File: config.mk
export PLATFORM = sky130hd
export DESIGN_NAME = stn_lcd_timing
export DESIGN_NICKNAME = d
export VERILOG_FILES = /design/src/common/stn_pkg.sv /design/src/common/stn_stream_if.sv /design/src/stn_fifo.sv /design/src/stn_pal.sv /design/src/stn_lcd_timing.sv
export SDC_FILE = /design/constraint.sdc
export NUM_CORES = 1
export LEC_CHECK = 0
export ABC_AREA = 1
export BUFFER_PORTS_ARGS = -buffer_cell sky130_fd_sc_hd__buf_2
export CAP_MARGIN = 40
export CORE_AREA = 2 2 290 292
export DETAILED_ROUTE_END_ITERATION = 6
export DIE_AREA = 0 0 292 294
export GPL_TIMING_DRIVEN = 0
export SETUP_SLACK_MARGIN = 0.15
export SLEW_MARGIN = 20
export SYNTH_ARGS = -nofsm -noshare
export SYNTH_HDL_FRONTEND = slang
export SYNTH_SLANG_ARGS = --single-unit
File: constraint.sdc
create_clock -name clk -period 10.79 [get_ports clk]
set_input_delay 2.158 -clock clk [delete_from_list [all_inputs] [get_ports clk]]
set_output_delay 2.158 -clock clk [all_outputs]
set_load 0.05 [all_outputs]
File: src/common/stn_pkg.sv
// shared constants, types and helpers for the stn panel timing and video path
package stn_pkg;
  typedef enum logic [2:0] {STN_MONO, STN_GRAY4, STN_GRAY16, STN_COL256, STN_COL4096} stn_color_type;
  typedef enum logic [1:0] {STN_SCAN4, STN_DUAL4, STN_SCAN8} stn_scan_type;

  localparam int          STN_FIFO_DEPTH = 8;
  localparam int          STN_WORD_W     = 12;
  localparam logic [2:0]  STN_PULSE_EXP  = 3'h4;
  localparam int          STN_BLANK_SHL  = 3;
  localparam logic [3:0]  STN_LANES_NARROW = 4'h4;
  localparam logic [3:0]  STN_LANES_WIDE   = 4'h8;
  localparam logic [3:0]  STN_MONO_BITS  = 4'h8;
  localparam logic [3:0]  STN_COLOR_BITS = 4'h3;
  localparam logic [3:0]  STN_LEVEL_FULL = 4'hf;
  localparam logic [4:0]  STN_BUF_LOW    = 5'h08;
  localparam logic [15:0] STN_BUF_RESET  = 16'h0000;

  // 2^(4+sel) bus clocks, shared by sync width and delay
  function automatic logic [10:0] stn_pulse_len(input logic [1:0] sel);
    stn_pulse_len = 11'h001 << (STN_PULSE_EXP + {1'b0, sel});
  endfunction

  function automatic logic [3:0] stn_nibble(input logic [31:0] v, input logic [2:0] i);
    stn_nibble = v[{i, 2'b00} +: 4];
  endfunction

  // frame rate modulation: level/16 on-duty over 16 phases, full level always on
  function automatic logic stn_dither(input logic [3:0] level, input logic [3:0] phase);
    logic [7:0] prod;
    prod = {4'h0, level} * {4'h0, phase};
    stn_dither = (level == STN_LEVEL_FULL) | ((5'(prod[3:0]) + 5'(level)) > 5'h0f);
  endfunction
endpackage

File: src/common/stn_stream_if.sv
// valid/ready word stream between the video path modules
`timescale 1ns/1ps
interface stn_stream_if #(
  parameter int W = 12
);
  logic         valid;
  logic         ready;
  logic [W-1:0] data;

  modport src (
    output valid,
    output data,
    input  ready
  );
  modport snk (
    input  valid,
    input  data,
    output ready
  );
endinterface

File: src/stn_fifo.sv
// small video fifo with a registered output stage
`timescale 1ns/1ps
module stn_fifo #(
  parameter int WIDTH = 12,
  parameter int DEPTH = 8
) (
  // clock and reset
  input logic      clk,
  input logic      resetn,
  // streams
  stn_stream_if.snk in_s,
  stn_stream_if.src out_s
);
  import stn_pkg::*;
  localparam int AW = $clog2(DEPTH);

  typedef struct packed {
    logic [DEPTH-1:0][WIDTH-1:0] mem;
    logic [AW-1:0]               wr;
    logic [AW-1:0]               rd;
    logic [AW:0]                 cnt;
    logic                        ov;
    logic [WIDTH-1:0]            od;
  } stn_fifo_state_type;

  stn_fifo_state_type q, d;
  logic push;
  logic load;

  assign in_s.ready  = (q.cnt != (AW+1)'(DEPTH));
  assign out_s.valid = q.ov;
  assign out_s.data  = q.od;

  always_comb begin
    d = q;
    push = in_s.valid && in_s.ready;
    // refill the output register whenever it is empty or being taken
    load = (!q.ov || out_s.ready) && (q.cnt != '0);
    if (push) begin
      d.mem[q.wr] = in_s.data;
      d.wr = (q.wr == AW'(DEPTH - 1)) ? '0 : q.wr + 1'b1;
    end
    if (load) begin
      d.od = q.mem[q.rd];
      d.rd = (q.rd == AW'(DEPTH - 1)) ? '0 : q.rd + 1'b1;
      d.ov = 1'b1;
    end else if (out_s.ready) begin
      d.ov = 1'b0;
    end
    d.cnt = q.cnt + (AW+1)'(push) - (AW+1)'(load);
  end

  always_ff @(posedge clk or negedge resetn) begin
    if (!resetn) begin
      q <= '0;
    end else begin
      q <= d;
    end
  end
endmodule

File: src/stn_pal.sv
// per-pixel palette lookup and dithering, yields the bits a pixel contributes
`timescale 1ns/1ps
module stn_pal (
  // configuration
  input stn_pkg::stn_color_type color_mode,
  input logic [31:0]            red_palette_reg,
  input logic [31:0]            green_palette_reg,
  input logic [15:0]            blue_palette_reg,
  // pixel in
  input logic [11:0]            pixel,
  input logic [3:0]             phase,
  // bits out, msb first
  output logic [7:0]            bits,
  output logic [3:0]            nbits
);
  import stn_pkg::*;
  logic [31:0] blue_ext;
  logic [3:0]  r_lvl;
  logic [3:0]  g_lvl;
  logic [3:0]  b_lvl;

  assign blue_ext = {16'h0000, blue_palette_reg};

  always_comb begin
    r_lvl = 4'h0;
    g_lvl = 4'h0;
    b_lvl = 4'h0;
    bits  = 8'h00;
    nbits = 4'h1;
    unique case (color_mode)
      STN_MONO: begin
        bits  = pixel[7:0];
        nbits = STN_MONO_BITS;
      end
      STN_GRAY4: begin
        b_lvl = stn_nibble(blue_ext, {1'b0, pixel[1:0]});
        bits  = {stn_dither(b_lvl, phase), 7'h00};
      end
      STN_GRAY16: begin
        bits = {stn_dither(pixel[3:0], phase), 7'h00};
      end
      STN_COL256: begin
        r_lvl = stn_nibble(red_palette_reg, pixel[7:5]);
        g_lvl = stn_nibble(green_palette_reg, pixel[4:2]);
        b_lvl = stn_nibble(blue_ext, {1'b0, pixel[1:0]});
      end
      STN_COL4096: begin
        r_lvl = pixel[11:8];
        g_lvl = pixel[7:4];
        b_lvl = pixel[3:0];
      end
      default: begin
        bits = 8'h00;
      end
    endcase
    if (color_mode == STN_COL256 || color_mode == STN_COL4096) begin
      // offset phases so the three subpixels do not flash together
      bits  = {stn_dither(r_lvl, phase), stn_dither(g_lvl, phase + 4'h5),
               stn_dither(b_lvl, phase + 4'ha), 5'h00};
      nbits = STN_COLOR_BITS;
    end
  end
endmodule

File: src/stn_lcd_timing.sv
// stn panel timing generator and pixel serializer
// Notes on behaviour
// - frame sync is high for the entire first line, once per frame
// - bias select 0: ac bias inverts once every frame
// - bias select 1: ac bias inverts after every bias line count line syncs
// - four data lines in 4-bit single scan, four per half (eight) in 4-bit dual, eight in 8-bit single
// - line count field is lines per scanned half, minus one
// - pixel clock period is twice the divider in bus clocks, divider 2..1023
// - line sync lasts 2^(4+width sel), then 2^(4+delay sel) clocks of delay
// - a line is width+1 pixel periods, sync, delay, blank*8; frame is count+1 lines
// - monochrome bypasses palette and modulation, shifting raw bits out
// - gray and colour levels use dithering with frame rate modulation
// - 4-level gray maps value n to nibble n of the blue palette
// - 16-level gray uses the pixel value directly as level
// - 256-colour splits a pixel into 3 red, 3 green, 2 blue index bits
// - red and green index i selects nibble i of its 32-bit palette
// - blue index selects one of four nibbles of the 16-bit blue palette
// - 4096-colour applies no palette
// - 4096-colour pixel holds 4 bits each of red, green, blue
// - data is clocked by pixel clock; line sync follows each full line
`timescale 1ns/1ps
module stn_lcd_timing (
  // clock and reset
  input  logic                  clk,
  input  logic                  resetn,
  // configuration
  input  logic                  enable,
  input  stn_pkg::stn_color_type color_mode,
  input  stn_pkg::stn_scan_type scan_mode,
  input  logic                  bias_toggle_select,
  input  logic [7:0]            bias_line_count,
  input  logic [10:0]           line_width_count,
  input  logic [9:0]            frame_line_count,
  input  logic [9:0]            pixel_clock_divider,
  input  logic [1:0]            sync_width_select,
  input  logic [1:0]            sync_delay_select,
  input  logic [7:0]            line_blank_count,
  input  logic [31:0]           red_palette_reg,
  input  logic [31:0]           green_palette_reg,
  input  logic [15:0]           blue_palette_reg,
  // video input, upper and lower halves
  input  logic                  upper_valid,
  output logic                  upper_ready,
  input  logic [11:0]           upper_data,
  input  logic                  lower_valid,
  output logic                  lower_ready,
  input  logic [11:0]           lower_data,
  // panel pins
  output logic                  frame_sync_out,
  output logic                  line_sync_out,
  output logic                  pixel_clock_out,
  output logic                  ac_bias_out,
  output logic [7:0]            pixel_data_bus,
  // status
  output logic                  underrun_pulse
);
  import stn_pkg::*;

  typedef enum logic [2:0] {ST_IDLE, ST_ACTIVE, ST_SYNC, ST_DELAY, ST_BLANK} stn_tstate_type;

  typedef struct packed {
    stn_tstate_type st;
    logic [9:0]     div;
    logic [10:0]    tcnt;
    logic [10:0]    beat;
    logic [9:0]     line;
    logic           pclk;
    logic           fsync;
    logic           lsync;
    logic           bias;
    logic [7:0]     bcnt;
    logic [3:0]     frame;
    logic [15:0]    ubuf;
    logic [4:0]     ucnt;
    logic [15:0]    lbuf;
    logic [4:0]     lcnt;
    logic [3:0]     upos;
    logic [3:0]     lpos;
    logic [7:0]     data;
    logic           urun;
  } stn_core_type;

  stn_core_type q, d;

  stn_stream_if #(.W(STN_WORD_W)) up_in ();
  stn_stream_if #(.W(STN_WORD_W)) up_out ();
  stn_stream_if #(.W(STN_WORD_W)) lo_in ();
  stn_stream_if #(.W(STN_WORD_W)) lo_out ();

  logic [7:0] u_bits;
  logic [3:0] u_nbits;
  logic [7:0] l_bits;
  logic [3:0] l_nbits;
  logic       upop;
  logic       lpop;

  assign up_in.valid    = upper_valid;
  assign up_in.data     = upper_data;
  assign upper_ready    = up_in.ready;
  assign lo_in.valid    = lower_valid;
  assign lo_in.data     = lower_data;
  assign lower_ready    = lo_in.ready;
  assign up_out.ready   = upop;
  assign lo_out.ready   = lpop;

  stn_fifo #(.WIDTH(STN_WORD_W), .DEPTH(STN_FIFO_DEPTH)) u_fifo_upper (
    .clk    (clk),
    .resetn (resetn),
    .in_s   (up_in),
    .out_s  (up_out)
  );

  stn_fifo #(.WIDTH(STN_WORD_W), .DEPTH(STN_FIFO_DEPTH)) u_fifo_lower (
    .clk    (clk),
    .resetn (resetn),
    .in_s   (lo_in),
    .out_s  (lo_out)
  );

  stn_pal u_pal_upper (
    .color_mode        (color_mode),
    .red_palette_reg   (red_palette_reg),
    .green_palette_reg (green_palette_reg),
    .blue_palette_reg  (blue_palette_reg),
    .pixel             (up_out.data),
    .phase             (q.frame + q.upos),
    .bits              (u_bits),
    .nbits             (u_nbits)
  );

  stn_pal u_pal_lower (
    .color_mode        (color_mode),
    .red_palette_reg   (red_palette_reg),
    .green_palette_reg (green_palette_reg),
    .blue_palette_reg  (blue_palette_reg),
    .pixel             (lo_out.data),
    .phase             (q.frame + q.lpos),
    .bits              (l_bits),
    .nbits             (l_nbits)
  );

  // take bits off the head of a buffer, then append new bits behind what is left
  function automatic logic [20:0] stn_ser_step(input logic [15:0] b, input logic [4:0] c,
                                               input logic [3:0] take, input logic [7:0] bits,
                                               input logic [3:0] nb);
    logic [15:0] nbuf;
    logic [4:0]  ncnt;
    nbuf = b << take;
    ncnt = (c > 5'(take)) ? c - 5'(take) : 5'h00;
    nbuf = nbuf | ({bits, 8'h00} >> ncnt);
    ncnt = ncnt + 5'(nb);
    stn_ser_step = {nbuf, ncnt};
  endfunction

  assign frame_sync_out  = q.fsync;
  assign line_sync_out   = q.lsync;
  assign pixel_clock_out = q.pclk;
  assign ac_bias_out     = q.bias;
  assign pixel_data_bus  = q.data;
  assign underrun_pulse  = q.urun;

  always_comb begin
    logic        load_beat;
    logic        end_line;
    logic        dual;
    logic [3:0]  ulanes;
    logic [3:0]  utake;
    logic [3:0]  ltake;
    logic [20:0] ustep;
    logic [20:0] lstep;
    load_beat = 1'b0;
    end_line  = 1'b0;
    dual      = (scan_mode == STN_DUAL4);
    ulanes    = (scan_mode == STN_SCAN8) ? STN_LANES_WIDE : STN_LANES_NARROW;
    d         = q;
    d.urun    = 1'b0;
    utake     = 4'h0;
    ltake     = 4'h0;
    ustep     = '0;
    lstep     = '0;
    unique case (q.st)
      ST_IDLE: begin
        if (enable) begin
          d.st    = ST_ACTIVE;
          d.line  = 10'h000;
          d.beat  = 11'h000;
          d.div   = 10'h000;
          d.fsync = 1'b1;
          load_beat = 1'b1;
        end
      end
      ST_ACTIVE: begin
        if (q.div == pixel_clock_divider - 10'h001) begin
          d.div  = 10'h000;
          d.pclk = !q.pclk;
          if (q.pclk) begin
            if (q.beat == line_width_count) begin
              d.st    = ST_SYNC;
              d.tcnt  = 11'h000;
              d.lsync = 1'b1;
            end else begin
              d.beat    = q.beat + 11'h001;
              load_beat = 1'b1;
            end
          end
        end else begin
          d.div = q.div + 10'h001;
        end
      end
      ST_SYNC: begin
        if (q.tcnt == stn_pulse_len(sync_width_select) - 11'h001) begin
          d.lsync = 1'b0;
          d.st    = ST_DELAY;
          d.tcnt  = 11'h000;
          if (bias_toggle_select) begin
            // a zero count behaves like one: invert at every line
            if ({1'b0, q.bcnt} + 9'h001 >= {1'b0, bias_line_count}) begin
              d.bcnt = 8'h00;
              d.bias = !q.bias;
            end else begin
              d.bcnt = q.bcnt + 8'h01;
            end
          end
        end else begin
          d.tcnt = q.tcnt + 11'h001;
        end
      end
      ST_DELAY: begin
        if (q.tcnt == stn_pulse_len(sync_delay_select) - 11'h001) begin
          d.tcnt = 11'h000;
          if (line_blank_count == 8'h00) begin
            end_line = 1'b1;
          end else begin
            d.st = ST_BLANK;
          end
        end else begin
          d.tcnt = q.tcnt + 11'h001;
        end
      end
      ST_BLANK: begin
        if (q.tcnt == (11'(line_blank_count) << STN_BLANK_SHL) - 11'h001) begin
          end_line = 1'b1;
        end else begin
          d.tcnt = q.tcnt + 11'h001;
        end
      end
      default: begin
        d.st = ST_IDLE;
      end
    endcase
    if (end_line) begin
      d.st   = ST_ACTIVE;
      d.beat = 11'h000;
      d.div  = 10'h000;
      d.tcnt = 11'h000;
      load_beat = 1'b1;
      if (q.line == frame_line_count) begin
        d.line  = 10'h000;
        d.fsync = 1'b1;
        d.frame = q.frame + 4'h1;
        d.upos  = 4'h0;
        d.lpos  = 4'h0;
        if (!bias_toggle_select) begin
          d.bias = !q.bias;
        end
        if (!enable) begin
          // stopping only at a frame boundary keeps the panel in step
          d.st      = ST_IDLE;
          d.fsync   = 1'b0;
          load_beat = 1'b0;
        end
      end else begin
        d.line  = q.line + 10'h001;
        d.fsync = 1'b0;
      end
    end
    // serializer: pops refill the bit buffers ahead of the next beat
    utake = load_beat ? ulanes : 4'h0;
    ltake = (load_beat && dual) ? STN_LANES_NARROW : 4'h0;
    // prefetch also while stopped, so the first beat after enable is not starved
    upop  = up_out.valid && (q.ucnt < STN_BUF_LOW);
    lpop  = dual && lo_out.valid && (q.lcnt < STN_BUF_LOW);
    if (load_beat) begin
      d.urun = (q.ucnt < 5'(ulanes)) || (dual && q.lcnt < 5'(STN_LANES_NARROW));
      unique case (scan_mode)
        STN_SCAN8: d.data = q.ubuf[15:8];
        STN_DUAL4: d.data = {q.ubuf[15:12], q.lbuf[15:12]};
        default:   d.data = {4'h0, q.ubuf[15:12]};
      endcase
    end
    ustep  = stn_ser_step(q.ubuf, q.ucnt, utake, upop ? u_bits : 8'h00,
                          upop ? u_nbits : 4'h0);
    lstep  = stn_ser_step(q.lbuf, q.lcnt, ltake, lpop ? l_bits : 8'h00,
                          lpop ? l_nbits : 4'h0);
    d.ubuf = ustep[20:5];
    d.ucnt = ustep[4:0];
    d.lbuf = lstep[20:5];
    d.lcnt = lstep[4:0];
    d.upos = d.upos + 4'(upop);
    d.lpos = d.lpos + 4'(lpop);
  end

  always_ff @(posedge clk or negedge resetn) begin
    if (!resetn) begin
      q <= '0;
    end else begin
      q <= d;
    end
  end

  // helper counters that only the checks below read
  logic [10:0] hi_len_q;
  logic [10:0] sync_len_q;
  always_ff @(posedge clk or negedge resetn) begin
    if (!resetn) begin
      hi_len_q   <= 11'h000;
      sync_len_q <= 11'h000;
    end else begin
      hi_len_q   <= pixel_clock_out ? hi_len_q + 11'h001 : 11'h000;
      sync_len_q <= line_sync_out ? sync_len_q + 11'h001 : 11'h000;
    end
  end
endmodule

* Word-level counts from Yosys, hierarchy flattened
Index checks and enable logic that the tools add are counted.
Operators by class: muxes and demuxes 95, $mul 10, add/sub/neg operators 43, equal/unequal tests 46, reductions and logical operators 41, div/mod/pow operators 0, shifts and indexed selects 12, $lt $le $gt $ge 23, bitwise operators 12
Operators with widths (count):
- 96-bit bitwise mux | 2
- 32-bit by 6-bit variable part select with 4-bit output | 4
- 12-bit binary-select mux with 3-bit select | 2
- 12-bit demux with 3-bit select | 2
- 32-bit by 5-bit variable part select with 4-bit output | 2
- 8-bit 2-to-1 mux | 7
- 11-bit 2-to-1 mux | 5
- 4-bit by 4-bit adder with 5-bit output | 10
- 5-bit by 4-bit greater-than comparator with 1-bit output, second input constant | 10
- 12-bit 2-to-1 mux | 4
- 4-bit case mux with 2 select lines | 6
- 8-bit case mux with 3 select lines | 2
- 45-bit 2-to-1 mux | 1
- 11-bit == test | 4
- 22-bit 2-to-1 mux | 2
- 11-bit case mux with 4 select lines | 1
- 4-bit == test, second input constant | 10
- 4-bit by 4-bit multiplier with 4-bit output | 10
- 10-bit 2-to-1 mux | 4
- 3-bit 2-to-1 mux | 11
- 11-bit by 1-bit subtractor with 11-bit output, second input constant | 3
- 16-bit bitwise OR | 2
- 16-bit by 5-bit right shift with 16-bit output | 2
- 1-bit 2-to-1 mux | 27
- 61 further kinds | 149
Word-level totals: output and inout port bits 15, memories kept 0, memory bits (read-only) 0, input port bits 166, latch bits 0, bits in writable memories 0, flip-flop bits (word level) 358

* Longest topological paths before layout
depth after elaboration 13, depth in mapped cells 28, mapped depth without buffers 28

* Modules after synthesis
A second synthesis with hierarchy kept.
Second synthesis, totals: cells, all modules 3890, area, all modules 26608.0 sq um
By module, submodules not included:
- stn_lcd_timing | area an instance 9323.9 sq um, sequential area each 3002.9 sq um, times used 1, cells each 1311
- stn_fifo (u_fifo_lower) | area an instance 6163.4 sq um, sequential area each 2977.9 sq um, times used 1, cells each 839
- stn_fifo (u_fifo_upper) | area an instance 6138.4 sq um, sequential area each 2977.9 sq um, times used 1, cells each 841
- stn_pal (u_pal_upper) | area an instance 2517.4 sq um, sequential area each 0.0 sq um, times used 1, cells each 454
- stn_pal (u_pal_lower) | area an instance 2464.9 sq um, sequential area each 0.0 sq um, times used 1, cells each 445

* Least setup slack after synthesis
No wires, ideal clock.
path kind input port to flip-flop, start point in sync_delay_select[1], end point reg q[42] in the netlist's numbering, path buffers 0, setup time 131 ps, stages on the path 21, arrival time 5556 ps, setup slack 5104 ps, cells stage by stage inv_1 nand2_1 ha_1 xor2_1 nand3_1 nor3_1 nand2_1 nand2_2 o21ai_2 nand3_4 nand2_1 ha_1 a211o_1 nand2_1 clkinv_1 ha_1 inv_1 fa_1 inv_1 a31o_2 xor2_1
RTL lines:
- start: declaration | RTL line stn_lcd_timing.sv:36 | input logic [1:0] sync_delay_select,
- end signal: assignment | RTL line stn_lcd_timing.sv:305 | q <= '0;
- end signal: assignment | RTL line stn_lcd_timing.sv:307 | q <= d;
- end: declaration | RTL line stn_lcd_timing.sv:83 | stn_core_type q, d;

==> results.json <==
{
  "whs_ns": 0.463,
  "post-synth-top-area-fraction_pct": 37.7,
  "drt_iter0_markers": 1594,
  "endpoint_kind": "register",
  "grt_pass1_wl_um": 117000,
  "critPathLaunchType": "input pin",
  "yosysWarnings": 0,
  "grt_pass1_vias": 21466,
  "maxCapViolCount": 0,
  "ys_ff_latch": 358,
  "hold_viol_final": 0,
  "synth.largest_area_cell": "dfrtp_1",
  "required_ns": 11.26,
  "synth-main-ff-cell": "dfrtp_1",
  "routed_wirelength_um": 72600,
  "cts_setup_buffers": 0,
  "clockRootBuffer": "clkbuf_16",
  "cts.sinks": 358,
  "cts-resized-gates": 0,
  "drc": 0,
  "clk_pin_slew_ns": 0.05,
  "portBuffers": 180,
  "via_count": 22140,
  "die_area_um2": 85800,
  "ioPinCount": 181,
  "antenna_found_initial": 5,
  "worst_slack_ns": 4.84,
  "synth_fp_nets": 3512,
  "worstPathArrival_ns": 6.42,
  "maxSlewViolCount": 0,
  "slew_headroom_pct": 49.1,
  "wl_per_cell_um": 15.9,
  "crit_top_cell": "nand2_1",
  "die_y_um": 294,
  "core_um2": 82900,
  "crit_fanout": 10,
  "p_per_area_nw_per_um2": 286,
  "combPwrFrac_pct": 50.6,
  "final_util_pct": 33.5,
  "finalPower_uw": 7940,
  "numCtsBuffers": 47,
  "die_w_um": 292,
  "critPathMaxStageDelay_ns": 0.36,
  "period_share_pct": 55.1,
  "crit_type": "in -> reg",
  "clockBufferDepth": 3,
  "drive_gt1_share_pct": 9.82,
  "tritoncts": "built",
  "routed.top_layer": "met4",
  "synth_cell_types": 58,
  "ant_nets": 0,
  "nFillCells": 8820,
  "gp_congestion": 0.880,
  "final_cell_mix": "nand2_1 (769), o21ai_0 (363), dfrtp_1 (358), inv_1 (338), nor2_1 (304)",
  "seq_area_frac_synth_pct": 37.7,
  "syn_avg_cell_area_um2": 7.42,
  "synth_area_leaders": "dfrtp_1 (38%), nand2_1 (12%), o21ai_0 (7.6%), ha_1 (6.5%), nand3_1 (6.1%)",
  "finClkSkew_ns": 0.0447,
  "nNetsFinal": 3745,
  "grt_max_degree": 94,
  "synth_area_um2": 23800,
  "met3_length_um": 4090,
  "dp_hpwl_um": 55300,
  "fin_tns_setup_ns": 0,
  "seqPwrFrac_pct": 28.9,
  "start_util_pct": 28.7,
  "power_frac_clock_pct": 20.5,
  "drtPass1Iterations": 5,
  "clock.fmax_ghz": 0.168,
  "routed-wl-met2_um": 33700,
  "rows": 106,
  "overflow": 0,
  "area_growth_pct": 16.9,
  "cp_top_family": "simple AND/OR/NAND/NOR gates",
  "synth_cells": 3205,
  "async_flop_share_pct": 100,
  "ctsHoldBuffers": 0,
  "peakVddDrop_mv": 0.159,
  "cpMaxStageDelayCell": "clkinv_1",
  "htreeDepth": 2,
  "fin_crit_ns": 5.95,
  "tightestPinTransition_ns": 0.764,
  "routedLengthMet1_um": 32800,
  "grt_setup_unrepaired": "false",
  "intPower_uw": 4240,
  "status": "complete, no violations",
  "synth_edf_count": 0,
  "worst-path-buf-inv": 4,
  "place_ws_ns": 4.31,
  "viasPerCell": 4.86,
  "grt_use_total_pct": 16.8,
  "switching_power_uw": 3700,
  "clkLatencyLatePin_ns": 0.61,
  "leakagePower_uw": 0.0137,
  "final_common_cell": "nand2_1",
  "setup_viol_count_final": 0,
  "min_path_type": "reg -> reg",
  "p_sw_share_pct": 46.6
}
[kinds of logic after synthesis]
family	Yosys count	share of synthesized area, %
fa+ha+maj	141	7.96
simple gates	1485	26.4
xor+xnor	156	5.75
mux	12	0.505
flops	358	37.7
compound gates	558	13.5
buf+inv	495	8.20
[power by group through the flow]
stage | Combinational, uW | Sequential, uW | Clock (uW)
2_1_floorplan | 2900 | 2200 | 0
4_1_cts | 4010 | 2280 | 1680
6_report | 4010 | 2290 | 1630
3_5_place_dp | 3990 | 2300 | 0
5_1_grt | 4570 | 2360 | 1740
3_3_place_gp | 3920 | 2290 | 0
[sequential cells by signal, summed over array words and instances (netlist names)]
| signal | count |
|---|---|
| q | 107 |
| u_fifo_lower.q | 106 |
| u_fifo_upper.q | 106 |
| u_fifo_lower.out_s.data | 12 |
| u_fifo_upper.out_s.data | 12 |
| pixel_data_bus | 8 |
| ac_bias_out | 1 |
| frame_sync_out | 1 |
| line_sync_out | 1 |
| pixel_clock_out | 1 |
| u_fifo_lower.out_s.valid | 1 |
| u_fifo_upper.out_s.valid | 1 |
| underrun_pulse | 1 |
[path summary, 6_finish.rpt]
check / slack, ns / from / depth (start not counted) / end
setup / recovery: 4.84 / color_mode[1] / 25 / q[48]$_DFF_PN0_
hold / removal: 0.46 / ac_bias_out$_DFF_PN0_ / 1 / ac_bias_out$_DFF_PN0_
setup reg to reg: 5.70 / q[59]$_DFFE_PN0P_ / 26 / q[48]$_DFF_PN0_
hold reg to reg: 0.46 / ac_bias_out$_DFF_PN0_ / 1 / ac_bias_out$_DFF_PN0_
max in group asynchronous: 7.73 / resetn / 4 / q[100]$_DFFE_PN0P_
min in group asynchronous: 1.43 / resetn / 1 / u_fifo_lower.q[93]$_DFFE_PN0P_
[final cells by class]
class	instances	area, um2	area share [%]
flip-flops and latches	358	8960	32.2
multi-input cells	2352	12900	46.3
inverters	358	1350	4.84
plain buffers	137	603	2.17
clock inverters	23	289	1.04
diodes	2	5.00	0.0180
well taps	1080	1350	4.86
repair buffers	184	1020	3.68
clock buffers	62	1340	4.83
[metal layers]
layer / track usage [%] / up-vias
met5: 0 / -
met4: 5.08 / 0
met3: 2.46 / 114
met2: 28.1 / 651
met1: 22.5 / 10376
li1: - / 10999
[stage by stage]
stage / cell area, um2 / instances
detailed placement: 26100 / 4469
global placement: 26000 / 4465
global route: 27800 / 4555
CTS: 27800 / 4554
finish: 27800 / 4556
floorplan: 23800 / 3205
[cell usage after synthesis (2+ instances only)]
master / number
inv_2: 5
nand3_1: 290
nand3b_1: 5
xnor2_1: 61
clkinv_1: 14
xor2_1: 95
dfrtp_1: 358
and3_1: 3
a211oi_1: 9
or2_2: 13
buf_2: 11
mux2i_1: 12
buf_6: 5
buf_4: 10
buf_1: 5
o221ai_1: 24
nand4_1: 53
o21ai_2: 13
or2_0: 2
a31oi_1: 10
fa_1: 17
nor2_1: 304
nor4_1: 4
nand3_4: 2
o22ai_1: 26
nor2_2: 3
o211ai_1: 41
nand2_1: 769
inv_1: 338
nor3_1: 20
o32ai_1: 13
a21o_1: 8
nor3_2: 3
a22o_1: 3
clkbuf_1: 106
o21ai_0: 363
nand2_2: 7
a21oi_1: 37
ha_1: 124
Power figures use the tool's default switching activity.
